**src/rtl/tod_pkg.sv**
```systemverilog
// constants shared by the time-of-day and alarm unit
package tod_pkg;
  // register byte offsets on the apb bus
  localparam logic [11:0] OFS_CONFIG = 12'h000;
  localparam logic [11:0] OFS_PAD = 12'h004;
  localparam logic [11:0] OFS_ALARM_CFG = 12'h008;
  localparam logic [11:0] OFS_TIME_WIN = 12'h00C;
  localparam logic [11:0] OFS_ALARM_WIN = 12'h010;
  // config_and_drift_trim fields
  localparam int CFG_ENABLE_BIT = 15;
  localparam int CFG_WREN_BIT = 13;
  localparam int CFG_RIPPLE_BIT = 12;
  localparam int CFG_HALF_BIT = 11;
  localparam int CFG_OE_BIT = 10;
  localparam int CFG_PTR_LSB = 8;
  localparam int CFG_TRIM_LSB = 0;
  // pad_output_select fields
  localparam int PAD_SRC_BIT = 1;
  // alarm_config_repeat fields
  localparam int ALM_EN_BIT = 15;
  localparam int ALM_WRAP_BIT = 14;
  localparam int ALM_MASK_LSB = 10;
  localparam int ALM_PTR_LSB = 8;
  localparam int ALM_RPT_LSB = 0;
  // reset values
  localparam logic [15:0] CONFIG_RESET = 16'h0000;
  localparam logic [15:0] ALARM_RESET = 16'h0000;
  localparam logic PAD_SRC_RESET = 1'b0;
  localparam logic [7:0] YEAR_RESET = 8'h00;
  localparam logic [7:0] MONTH_RESET = 8'h01;
  localparam logic [7:0] DAY_RESET = 8'h01;
  localparam logic [7:0] ZERO_RESET = 8'h00;
  // crystal timebase: 32.768 kHz pulses
  localparam int XTAL_HZ = 32768;
  localparam logic [16:0] SEC_LAST = 17'(XTAL_HZ - 1);
  localparam logic [16:0] HALF_COUNT = 17'(XTAL_HZ / 2);
  localparam int TRIM_STEP_SHIFT = 2;
  localparam logic [16:0] RIPPLE_WINDOW = 17'h00020;
  // window pointer codes
  localparam logic [1:0] PTR_0 = 2'h0;
  localparam logic [1:0] PTR_1 = 2'h1;
  localparam logic [1:0] PTR_2 = 2'h2;
  localparam logic [1:0] PTR_3 = 2'h3;
  // alarm interval mask codes
  localparam logic [3:0] MASK_HALF = 4'h0;
  localparam logic [3:0] MASK_SEC = 4'h1;
  localparam logic [3:0] MASK_10SEC = 4'h2;
  localparam logic [3:0] MASK_MIN = 4'h3;
  localparam logic [3:0] MASK_10MIN = 4'h4;
  localparam logic [3:0] MASK_HOUR = 4'h5;
  localparam logic [3:0] MASK_DAY = 4'h6;
  localparam logic [3:0] MASK_WEEK = 4'h7;
  localparam logic [3:0] MASK_MONTH = 4'h8;
  localparam logic [3:0] MASK_YEAR = 4'h9;
  // bcd limits
  localparam logic [7:0] SEC_MAX = 8'h59;
  localparam logic [7:0] HOUR_MAX = 8'h23;
  localparam logic [7:0] WDAY_MAX = 8'h06;
  localparam logic [7:0] MONTH_MAX = 8'h12;
  localparam logic [7:0] YEAR_MAX = 8'h99;
endpackage

```
**src/rtl/time_of_day_alarm_unit.sv**
```systemverilog
// bcd time-of-day calendar with drift trim, alarm and apb registers
//
// Behaviour
// - time and calendar advance only while module_enable is 1.
// - time window writes are ignored unless value_write_enable is 1.
// - module_enable changes on write only if value_write_enable already 1.
// - ripple_flag reads 1 while a rollover may corrupt a window read.
// - half_second_status reads 1 in the second half of each second.
// - writing the seconds byte clears half_second_status.
// - output pin drives only while output_enable is 1.
// - time pointer maps upper min/wday/month/reserved, lower sec/hour/day/year.
// - time pointer decrements after each upper-byte access, stopping at 00.
// - configuration register is cleared only by power-on reset.
// - signed drift trim adds or removes 4 crystal pulses per minute per step.
// - source select 1 routes seconds clock, 0 routes alarm pulse.
// - no pin output regardless of source unless output_enable set.
// - alarm_enable auto-clears after event when count 00 and wrap off.
// - with wrap on counter goes 00h to FFh, otherwise stops at 00h.
// - 4-bit alarm mask selects half-second to yearly intervals.
// - alarm pointer maps min/wday/month, sec/hour/day; decrements to 00.
// - repeat counter decrements on each alarm event unless at 00 with wrap off; N gives N repeats.
// - 100-year calendar 2000-2099 with leap-year detection.
// - hours counted in 24-hour form, half-second phase visible.
// - seconds derived by prescaling the 32.768 kHz crystal input.
// - all time and alarm values held as packed bcd digits.
// - time rolls 23:59:59 to 00:00:00 carrying into the day.
`timescale 1ns/1ps
module time_of_day_alarm_unit (
  input wire logic clk_sys,        // 125 MHz system clock
  input wire logic arst_n,         // power-on reset, async, low
  input wire logic xtal_in,        // 32.768 kHz crystal clock pin
  input wire logic psel,           // apb select
  input wire logic penable,        // apb access phase
  input wire logic pwrite,         // apb direction
  input wire logic [11:0] paddr,   // apb byte address
  input wire logic [31:0] pwdata,  // apb write data
  input wire logic [3:0] pstrb,    // apb byte strobes
  output logic pready,             // always ready
  output logic [31:0] prdata,      // registered read data
  output logic pslverr,            // unmapped address
  output logic alarm_irq,          // one-cycle alarm event pulse
  output logic pin_out,            // clock or alarm pin level
  output logic pin_oe_n            // pin output enable, low drives
);

  // crystal pin synchroniser; edge detect reads only the second stage
  logic xtal_s1, xtal_s2, xtal_prev;
  always_ff @(posedge clk_sys or negedge arst_n) begin
    if (!arst_n) begin
      xtal_s1 <= 1'b0;
      xtal_s2 <= 1'b0;
      xtal_prev <= 1'b0;
    end else begin
      xtal_s1 <= xtal_in;
      xtal_s2 <= xtal_s1;
      xtal_prev <= xtal_s2;
    end
  end
  wire xtal_tick = xtal_s2 & ~xtal_prev;

  // register state
  logic module_enable, value_write_enable, output_enable;
  logic [1:0] value_window_pointer, alarm_window_pointer;
  logic [7:0] drift_trim, alarm_repeat_counter;
  logic output_source_select, alarm_enable, repeat_wrap;
  logic [3:0] alarm_interval_mask;
  logic [16:0] prescale;
  logic [7:0] sec, min, hour, wday, day, month, year;
  logic [7:0] a_sec, a_min, a_hour, a_wday, a_day, a_month;
  logic alarm_check, alarm_pulse;

  // apb decode; zero wait states, error on unmapped offsets
  wire acc = psel & penable;
  wire wr = acc & pwrite;
  wire rd = acc & ~pwrite;
  wire hit_cfg = paddr == tod_pkg::OFS_CONFIG;
  wire hit_pad = paddr == tod_pkg::OFS_PAD;
  wire hit_alm = paddr == tod_pkg::OFS_ALARM_CFG;
  wire hit_twin = paddr == tod_pkg::OFS_TIME_WIN;
  wire hit_awin = paddr == tod_pkg::OFS_ALARM_WIN;
  wire mapped = hit_cfg | hit_pad | hit_alm | hit_twin | hit_awin;
  assign pready = 1'b1;
  assign pslverr = acc & ~mapped;
  wire wr_cfg_hi = wr & hit_cfg & pstrb[1];
  wire wr_cfg_lo = wr & hit_cfg & pstrb[0];
  wire wr_alm_hi = wr & hit_alm & pstrb[1];
  wire wr_alm_lo = wr & hit_alm & pstrb[0];
  wire twin_wr_ok = wr & hit_twin & value_write_enable;
  wire twin_wr_hi = twin_wr_ok & pstrb[1];
  wire twin_wr_lo = twin_wr_ok & pstrb[0];
  wire awin_wr_hi = wr & hit_awin & pstrb[1];
  wire awin_wr_lo = wr & hit_awin & pstrb[0];
  // any read or any upper-byte write counts as an upper access
  wire twin_upper = hit_twin & (rd | (wr & pstrb[1]));
  wire awin_upper = hit_awin & (rd | (wr & pstrb[1]));
  wire sec_byte_wr = twin_wr_lo & value_window_pointer == tod_pkg::PTR_0;

  // drift trim applies once a minute, in the second while sec reads 59
  wire [16:0] trim_pulses = {{7{drift_trim[7]}}, drift_trim,
                             {tod_pkg::TRIM_STEP_SHIFT{1'b0}}};
  wire minute_end = sec == tod_pkg::SEC_MAX;
  wire [16:0] sec_last = minute_end ? tod_pkg::SEC_LAST - trim_pulses
                                    : tod_pkg::SEC_LAST;
  wire run_tick = xtal_tick & module_enable;
  // >= so a trim change late in the :59 second cannot skip the tick
  wire sec_tick = run_tick & prescale >= sec_last;
  wire half_tick = run_tick & prescale == tod_pkg::HALF_COUNT - 17'h00001;
  wire half_second_status = prescale >= tod_pkg::HALF_COUNT;
  wire ripple_flag = module_enable &
                     prescale + tod_pkg::RIPPLE_WINDOW >= sec_last;

  // bcd increment with wrap to a floor value
  function automatic logic [7:0] bcd_next(input logic [7:0] v,
                                          input logic [7:0] last,
                                          input logic [7:0] first);
    if (v == last)
      bcd_next = first;
    else if (v[3:0] == 4'h9)
      bcd_next = {v[7:4] + 4'h1, 4'h0};
    else
      bcd_next = {v[7:4], v[3:0] + 4'h1};
  endfunction

  // leap years in 2000-2099 are the bcd years divisible by four
  wire leap = year[4] ? (year[3:0] == 4'h2 || year[3:0] == 4'h6)
                      : (year[3:0] == 4'h0 || year[3:0] == 4'h4 ||
                         year[3:0] == 4'h8);
  wire short_month = month == 8'h04 || month == 8'h06 ||
                     month == 8'h09 || month == 8'h11;
  wire [7:0] day_last = month == 8'h02 ? (leap ? 8'h29 : 8'h28)
                      : short_month ? 8'h30 : 8'h31;

  // carry chain; each field holds packed bcd digits
  wire c_sec = sec_tick & sec == tod_pkg::SEC_MAX;
  wire c_min = c_sec & min == tod_pkg::SEC_MAX;
  wire c_hour = c_min & hour == tod_pkg::HOUR_MAX;
  wire c_day = c_hour & day == day_last;
  wire c_month = c_day & month == tod_pkg::MONTH_MAX;
  wire [7:0] next_sec = bcd_next(sec, tod_pkg::SEC_MAX, tod_pkg::ZERO_RESET);
  wire [7:0] next_min = bcd_next(min, tod_pkg::SEC_MAX, tod_pkg::ZERO_RESET);
  wire [7:0] next_hour = bcd_next(hour, tod_pkg::HOUR_MAX,
                                  tod_pkg::ZERO_RESET);
  wire [7:0] next_wday = bcd_next(wday, tod_pkg::WDAY_MAX,
                                  tod_pkg::ZERO_RESET);
  wire [7:0] next_day = bcd_next(day, day_last, tod_pkg::DAY_RESET);
  wire [7:0] next_month = bcd_next(month, tod_pkg::MONTH_MAX,
                                   tod_pkg::MONTH_RESET);
  wire [7:0] next_year = bcd_next(year, tod_pkg::YEAR_MAX,
                                  tod_pkg::YEAR_RESET);

  // configuration register: only the power-on reset clears it
  always_ff @(posedge clk_sys or negedge arst_n) begin
    if (!arst_n) begin
      module_enable <= tod_pkg::CONFIG_RESET[tod_pkg::CFG_ENABLE_BIT];
      value_write_enable <= tod_pkg::CONFIG_RESET[tod_pkg::CFG_WREN_BIT];
      output_enable <= tod_pkg::CONFIG_RESET[tod_pkg::CFG_OE_BIT];
      value_window_pointer <= tod_pkg::CONFIG_RESET[9:8];
      drift_trim <= tod_pkg::CONFIG_RESET[7:0];
    end else begin
      if (wr_cfg_hi) begin
        if (value_write_enable)
          module_enable <= pwdata[tod_pkg::CFG_ENABLE_BIT];
        value_write_enable <= pwdata[tod_pkg::CFG_WREN_BIT];
        output_enable <= pwdata[tod_pkg::CFG_OE_BIT];
        value_window_pointer <= pwdata[tod_pkg::CFG_PTR_LSB +: 2];
      end else if (twin_upper && value_window_pointer != tod_pkg::PTR_0)
        value_window_pointer <= value_window_pointer - 2'h1;
      if (wr_cfg_lo)
        drift_trim <= pwdata[tod_pkg::CFG_TRIM_LSB +: 8];
    end
  end

  // pad select and alarm configuration registers
  wire alarm_hit;
  always_ff @(posedge clk_sys or negedge arst_n) begin
    if (!arst_n) begin
      output_source_select <= tod_pkg::PAD_SRC_RESET;
      alarm_enable <= tod_pkg::ALARM_RESET[tod_pkg::ALM_EN_BIT];
      repeat_wrap <= tod_pkg::ALARM_RESET[tod_pkg::ALM_WRAP_BIT];
      alarm_interval_mask <= tod_pkg::ALARM_RESET[13:10];
      alarm_window_pointer <= tod_pkg::ALARM_RESET[9:8];
      alarm_repeat_counter <= tod_pkg::ALARM_RESET[7:0];
    end else begin
      if (wr & hit_pad & pstrb[0])
        output_source_select <= pwdata[tod_pkg::PAD_SRC_BIT];
      // an alarm event outranks a same-cycle software write
      if (alarm_hit) begin
        if (alarm_repeat_counter != 8'h00 || repeat_wrap)
          alarm_repeat_counter <= alarm_repeat_counter - 8'h01;
        else
          alarm_enable <= 1'b0;
      end else begin
        if (wr_alm_hi) begin
          alarm_enable <= pwdata[tod_pkg::ALM_EN_BIT];
          repeat_wrap <= pwdata[tod_pkg::ALM_WRAP_BIT];
          alarm_interval_mask <= pwdata[tod_pkg::ALM_MASK_LSB +: 4];
        end
        if (wr_alm_lo)
          alarm_repeat_counter <= pwdata[tod_pkg::ALM_RPT_LSB +: 8];
      end
      if (wr_alm_hi)
        alarm_window_pointer <= pwdata[tod_pkg::ALM_PTR_LSB +: 2];
      else if (awin_upper && alarm_window_pointer != tod_pkg::PTR_0)
        alarm_window_pointer <= alarm_window_pointer - 2'h1;
    end
  end

  // crystal prescaler; a seconds write restarts the second
  always_ff @(posedge clk_sys or negedge arst_n) begin
    if (!arst_n)
      prescale <= 17'h00000;
    else if (sec_byte_wr)
      prescale <= 17'h00000;
    else if (sec_tick)
      prescale <= 17'h00000;
    else if (run_tick)
      prescale <= prescale + 17'h00001;
  end

  // time fields; a software write wins over a same-cycle count
  always_ff @(posedge clk_sys or negedge arst_n) begin
    if (!arst_n) begin
      sec <= tod_pkg::ZERO_RESET;
      min <= tod_pkg::ZERO_RESET;
      hour <= tod_pkg::ZERO_RESET;
      wday <= tod_pkg::ZERO_RESET;
      day <= tod_pkg::DAY_RESET;
      month <= tod_pkg::MONTH_RESET;
      year <= tod_pkg::YEAR_RESET;
    end else begin
      if (sec_tick) sec <= next_sec;
      if (c_sec) min <= next_min;
      if (c_min) hour <= next_hour;
      if (c_hour) wday <= next_wday;
      if (c_hour) day <= next_day;
      if (c_day) month <= next_month;
      if (c_month) year <= next_year;
      if (twin_wr_hi) begin
        case (value_window_pointer)
          tod_pkg::PTR_0: min <= {1'b0, pwdata[14:8]};
          tod_pkg::PTR_1: wday <= {5'h00, pwdata[10:8]};
          tod_pkg::PTR_2: month <= {3'h0, pwdata[12:8]};
          default: ;
        endcase
      end
      if (twin_wr_lo) begin
        case (value_window_pointer)
          tod_pkg::PTR_0: sec <= {1'b0, pwdata[6:0]};
          tod_pkg::PTR_1: hour <= {2'h0, pwdata[5:0]};
          tod_pkg::PTR_2: day <= {2'h0, pwdata[5:0]};
          default: year <= pwdata[7:0];
        endcase
      end
    end
  end

  // alarm value registers, reached through their own pointer
  always_ff @(posedge clk_sys or negedge arst_n) begin
    if (!arst_n) begin
      a_sec <= tod_pkg::ZERO_RESET;
      a_min <= tod_pkg::ZERO_RESET;
      a_hour <= tod_pkg::ZERO_RESET;
      a_wday <= tod_pkg::ZERO_RESET;
      a_day <= tod_pkg::DAY_RESET;
      a_month <= tod_pkg::MONTH_RESET;
    end else begin
      if (awin_wr_hi) begin
        case (alarm_window_pointer)
          tod_pkg::PTR_0: a_min <= {1'b0, pwdata[14:8]};
          tod_pkg::PTR_1: a_wday <= {5'h00, pwdata[10:8]};
          tod_pkg::PTR_2: a_month <= {3'h0, pwdata[12:8]};
          default: ;
        endcase
      end
      if (awin_wr_lo) begin
        case (alarm_window_pointer)
          tod_pkg::PTR_0: a_sec <= {1'b0, pwdata[6:0]};
          tod_pkg::PTR_1: a_hour <= {2'h0, pwdata[5:0]};
          tod_pkg::PTR_2: a_day <= {2'h0, pwdata[5:0]};
          default: ;
        endcase
      end
    end
  end

  // window read muxes; reserved codes read zero, except the time lower byte reads year
  wire [7:0] t_hi = value_window_pointer == tod_pkg::PTR_0 ? min
                  : value_window_pointer == tod_pkg::PTR_1 ? wday
                  : value_window_pointer == tod_pkg::PTR_2 ? month : 8'h00;
  wire [7:0] t_lo = value_window_pointer == tod_pkg::PTR_0 ? sec
                  : value_window_pointer == tod_pkg::PTR_1 ? hour
                  : value_window_pointer == tod_pkg::PTR_2 ? day : year;
  wire [7:0] al_hi = alarm_window_pointer == tod_pkg::PTR_0 ? a_min
                   : alarm_window_pointer == tod_pkg::PTR_1 ? a_wday
                   : alarm_window_pointer == tod_pkg::PTR_2 ? a_month
                   : 8'h00;
  wire [7:0] al_lo = alarm_window_pointer == tod_pkg::PTR_0 ? a_sec
                   : alarm_window_pointer == tod_pkg::PTR_1 ? a_hour
                   : alarm_window_pointer == tod_pkg::PTR_2 ? a_day
                   : 8'h00;
  wire [15:0] cfg_rd = {module_enable, 1'b0, value_write_enable,
                        ripple_flag, half_second_status, output_enable,
                        value_window_pointer, drift_trim};
  wire [15:0] alm_rd = {alarm_enable, repeat_wrap, alarm_interval_mask,
                        alarm_window_pointer, alarm_repeat_counter};
  wire [15:0] next_rd = hit_cfg ? cfg_rd
                      : hit_pad ? {14'h0000, output_source_select, 1'b0}
                      : hit_alm ? alm_rd
                      : hit_twin ? {t_hi, t_lo}
                      : hit_awin ? {al_hi, al_lo} : 16'h0000;

  // read data is captured in the setup cycle, before any pointer step
  always_ff @(posedge clk_sys or negedge arst_n) begin
    if (!arst_n)
      prdata <= 32'h00000000;
    else if (psel && !penable && !pwrite)
      prdata <= {16'h0000, next_rd};
  end

  // alarm compare one cycle after the count settles
  wire m_sec1 = sec[3:0] == a_sec[3:0];
  wire m_sec = sec == a_sec;
  wire m_min1 = m_sec & min[3:0] == a_min[3:0];
  wire m_min = m_sec & min == a_min;
  wire m_hour = m_min & hour == a_hour;
  wire m_day = m_hour & day == a_day;
  logic match, sec_phase;
  always_comb begin
    case (alarm_interval_mask)
      tod_pkg::MASK_HALF: match = 1'b1;
      tod_pkg::MASK_SEC: match = sec_phase;
      tod_pkg::MASK_10SEC: match = sec_phase & m_sec1;
      tod_pkg::MASK_MIN: match = sec_phase & m_sec;
      tod_pkg::MASK_10MIN: match = sec_phase & m_min1;
      tod_pkg::MASK_HOUR: match = sec_phase & m_min;
      tod_pkg::MASK_DAY: match = sec_phase & m_hour;
      tod_pkg::MASK_WEEK: match = sec_phase & m_hour & wday == a_wday;
      tod_pkg::MASK_MONTH: match = sec_phase & m_day;
      tod_pkg::MASK_YEAR: match = sec_phase & m_day & month == a_month;
      default: match = 1'b0; // reserved codes never fire
    endcase
  end
  assign alarm_hit = alarm_check & alarm_enable & match;

  // alarm pulse lasts until the next half-second boundary
  always_ff @(posedge clk_sys or negedge arst_n) begin
    if (!arst_n) begin
      alarm_check <= 1'b0;
      sec_phase <= 1'b0;
      alarm_pulse <= 1'b0;
      alarm_irq <= 1'b0;
    end else begin
      alarm_check <= sec_tick | half_tick;
      sec_phase <= sec_tick;
      alarm_irq <= alarm_hit;
      if (alarm_hit)
        alarm_pulse <= 1'b1;
      else if (sec_tick || half_tick)
        alarm_pulse <= 1'b0;
    end
  end

  // pin: seconds clock high in the first half of each second
  always_ff @(posedge clk_sys or negedge arst_n) begin
    if (!arst_n) begin
      pin_out <= 1'b0;
      pin_oe_n <= 1'b1;
    end else begin
      pin_out <= output_enable & (output_source_select ? ~half_second_status
                                  : alarm_pulse);
      pin_oe_n <= ~output_enable;
    end
  end
endmodule

```
**config.mk**
```make
export PLATFORM = sky130hd
export DESIGN_NAME = time_of_day_alarm_unit
export DESIGN_NICKNAME = d
export VERILOG_FILES = /design/src/rtl/tod_pkg.sv /design/src/rtl/time_of_day_alarm_unit.sv
export SDC_FILE = /design/constraint.sdc
export NUM_CORES = 1
export LEC_CHECK = 0
export BUFFER_PORTS_ARGS = -buffer_cell sky130_fd_sc_hd__buf_2
export CAP_MARGIN = 20
export CORE_ASPECT_RATIO = 0.7
export CORE_UTILIZATION = 30
export CTS_BUF_LIST = sky130_fd_sc_hd__clkbuf_8
export CTS_CLUSTER_SIZE = 30
export DETAILED_ROUTE_END_ITERATION = 10
export PLACE_DENSITY_LB_ADDON = 0.2
export SLEW_MARGIN = 10
export SYNTH_ARGS = -nofsm -noshare
export SYNTH_HDL_FRONTEND = slang
export SYNTH_SLANG_ARGS = --single-unit
```
**constraint.sdc**
```tcl
create_clock -name clk_sys -period 5.1 [get_ports clk_sys]
set_input_delay 0.765 -clock clk_sys [delete_from_list [all_inputs] [get_ports clk_sys]]
set_output_delay 0.765 -clock clk_sys [all_outputs]
set_load 0.03 [all_outputs]
```
==> results by group <==
Logic synthesis
  • Ys flop type: dfrtp_1
  • Register area share after synthesis: between 30% and 40%
  • Synth area leaders: dfrtp_1, ha_1, nand2_1
  • Area share of the leading cell type in the synthesized netlist: about 36%
  • Post-synth EDFFs: 0
  • Synthesized area: 10880 um2
  • Post-synthesis cell type count: between 70 and 80
  • Synth Register Bits: roughly 160
  • Most frequent cell after synthesis: dfrtp_1
  • Mapped Cells: around 1300
  • Post-synth top cells: dfrtp_1, nand2_1, nor2_1
  • Syn avg cell area: ~8.5 um2
  • Post-synth top area cell: dfrtp_1
  • Yosys warns: 0
  • Asr flop ratio synth: between 90% and 100%

Cells and area
  • Fill cells: roughly 3700
  • Final Non-Filler Cells: 1776
  • Share of cells above drive strength 1: between 10% and 20%
  • Nets: between 1000 and 1500
  • Area grow syn2layout: 9.762%

STA
  • Worst slew margin: 30.62%
  • Setup Skew: between 0.02 and 0.025 ns
  • Min Clock Period, post-route: ~4 ns
  • RSZ-0062 raised after global routing: no
  • Hold Fails Final Rpt: 0
  • Crit share post-route: between 70% and 80%
  • Max frequency: 245.6 MHz
  • Final setup viols: 0
  • Pins Over Slew Limit: 0
  • Worst Tran Pin Value: ~1.0 ns
  • Final setup TNS: 0 ns

Power
  • Maximum vdd drop: roughly 0.16 mV
  • Pwr Total: between 2 and 2.5 mW
  • Internal power: ~1.8 mW
  • Switching part of the total: between 20% and 30%
  • Comb pwr share: between 4 and 5%
  • P_sw: between 600 and 700 uW
  • Leakage: 5.130 nW
  • PwrDens: ~210 nW/um2
  • Flop pwr share: 51.7%
  • Clock power share: approximately 44%

Worst setup path
  • Max FO, Critical Path: 14
  • Worst setup path end: prescale[13]
  • Worst r2r src: sec[0]
  • Delay-heaviest family, CP: simple AND/OR/NAND/NOR gates
  • CP Launch Point: sec[0]
  • Worst path depth: 12
  • WP data required: 5.52 ns
  • Worst EP arrival: around 4.5 ns
  • CP cell instances: ha_1 -> and3b_2 -> and3_1 -> ha_1 -> a21o_1 -> a221o_1 -> nand2_1 -> o211ai_1 -> a211oi_1 -> nand2_1 -> or4_1 -> mux2i_1
  • Worst Setup End Kind: flop
  • CP peak stage delay: just under 0.6 ns
  • Buffers and inverters on the worst path: 0
  • Slowest-stage cell, CP: or4_1
  • Critical path class: flop to flop
  • FF-to-FF setup slack: roughly 1 ns
  • R2R Path End: prescale[13]
  • Reg2Reg Depth: 12
  • Critical Path Source Type: flop

Placed design
  • Placer Congestion: roughly 0.88
  • Placed insts: between 1500 and 2000
  • DP Wirelength: ~27 mm
  • Port buffer count: 55

Clock network
  • TritonCTS Buffers: 17
  • Htree depth: 4
  • Clk sinks: approximately 160
  • CTS tree: done
  • Root buffer cell: clkbuf_8
  • Clk buf depth: 2
  • Clk_lat worst skew: approximately 0.5 ns
  • Quantity of gates resized following cts: 0
  • Reg clk slew, reported paths: 0.10 ns
  • CTS Hold Bufs: 0
  • Post-CTS Setup Inserts: 0

Floorplanning
  • # IOs: 91
  • FP Rows: between 50 and 60
  • Initial Utilization: 30.89%
  • Area of the die: 37050 um2
  • CORE AREA: about 35000 um2
  • Die Y: 161.3 um
  • Chip width: between 200 and 250 um

Routing
  • Via count: 9584
  • Pre-Repair DR Iteration Count: 8
  • # DRC: 0
  • Routed Antenna Nets: 0
  • DRT Wirelength: around 36 mm
  • Iteration-0 DRC Markers: about 1000
  • Routed wire per std cell: a little over 20 um
  • Vias per cell: around 5.4

Run
  • Max cap viols: 0

Global routing
  • Vias in the first global route: approximately 9100
  • Largest net degree at the start of global routing: 96
  • GR Util All Layers: 19.89%
  • Initial antenna violation count: 0
  • Total grt overflow: 0
  • Global-route wire length before repair: ~56 mm

Min path
  • Hold Crit Class: input port to asynchronous set/reset pin

Status
  • Status: completed
## cells by family after synthesis
family                     after synthesis  synth area share (%)
AOI/OAI and AO/OA                      310                 17.72
xor gates and xnor gates                58                 4.668
adders and majority gates               47                 5.358
buffers and inverters                  141                 5.588
DFF                                    162                 37.31
muxes                                   71                 7.048
other                                    2               0.06902
and+or+nand+nor                        489                 22.24
## final cells by class
class | count | area, um2 | share of cell area, %
diodes | 1 | 2.502 | 0.02095
clock buffers | 21 | 289.0 | 2.420
clock inverters | 11 | 148.9 | 1.247
inverters | 47 | 176.4 | 1.477
multi-input cells | 992 | 6270 | 52.49
flip-flops and latches | 162 | 4060 | 33.99
well taps | 472 | 590.6 | 4.944
repair buffers | 70 | 406.6 | 3.405
## how the worst min path moves through the flow
stage                    to  slack (ns)
floorplan           xtal_s2        0.33
global placement    xtal_s2        0.34
detailed placement  xtal_s2        0.35
CTS                  min[4]        0.26
global route         min[4]        0.31
finish               min[4]        0.28
## worst register-to-register path, stage by stage, from the launching register on
cell      delay, ns
dfrtp_1        0.48
ha_1           0.25
and3b_2        0.31
and3_1         0.25
ha_1           0.29
a21o_1         0.17
a221o_1        0.35
nand2_1        0.13
o211ai_1       0.14
a211oi_1       0.53
nand2_1        0.37
or4_1          0.60
mux2i_1        0.13
## registers in the layout, summed over array words and instances, names as in the netlist, 8 cells and up
signal                count
day                       8
drift_trim                8
month                     8
sec                       8
hour                      8
wday                      8
prescale                 17
alarm_repeat_counter      8
year                      8
prdata                   16
min                       8
## routing by layer
layer | global-route usage, % | routed length [um] | vias up
li1 | - | - | 4570
met1 | 31.98 | 19090 | 4699
met2 | 25.14 | 13520 | 297
met3 | 5.279 | 2922 | 18
met4 | 4.879 | 393 | 0
met5 | 0 | 0 | -
## layout by cell type (no fill, tap or decap), types with 21 or more instances in the layout
cell type / count
nor2_1: 129
xnor2_1: 43
and3_1: 23
ha_1: 45
mux2_2: 45
inv_1: 46
buf_2: 54
nand2_1: 139
mux2i_1: 26
dfrtp_1: 157
nand3_1: 46
o21ai_0: 85
clkbuf_8: 21
a21oi_1: 103
nor3_1: 32
## power groups by stage
stage / clock network (mW) / logic, mW / registers (mW)
finish: 1.10 / 0.108 / 1.29
global route: 1.17 / 0.119 / 1.29
CTS: 1.12 / 0.110 / 1.29
detailed placement: 0 / 0.110 / 1.31
global placement: 0 / 0.110 / 1.31
floorplan: 0 / 0.0459 / 1.32
## through the flow
step / utilization, % / instance area, um2 / setup WS, ns / hold WS, ns
after floorplan: - / 10940 / 1.434 / 0.3312
after global placement: 32.65 / 11500 / 1.115 / 0.3393
after detailed placement: 32.65 / 11500 / 1.071 / 0.3524
after CTS: 33.89 / 11940 / 1.030 / 0.2648
after global routing: 33.89 / 11940 / 0.6973 / 0.3073
final: 33.90 / 11940 / 1.029 / 0.2775
(Power assumes the default switching activity.)
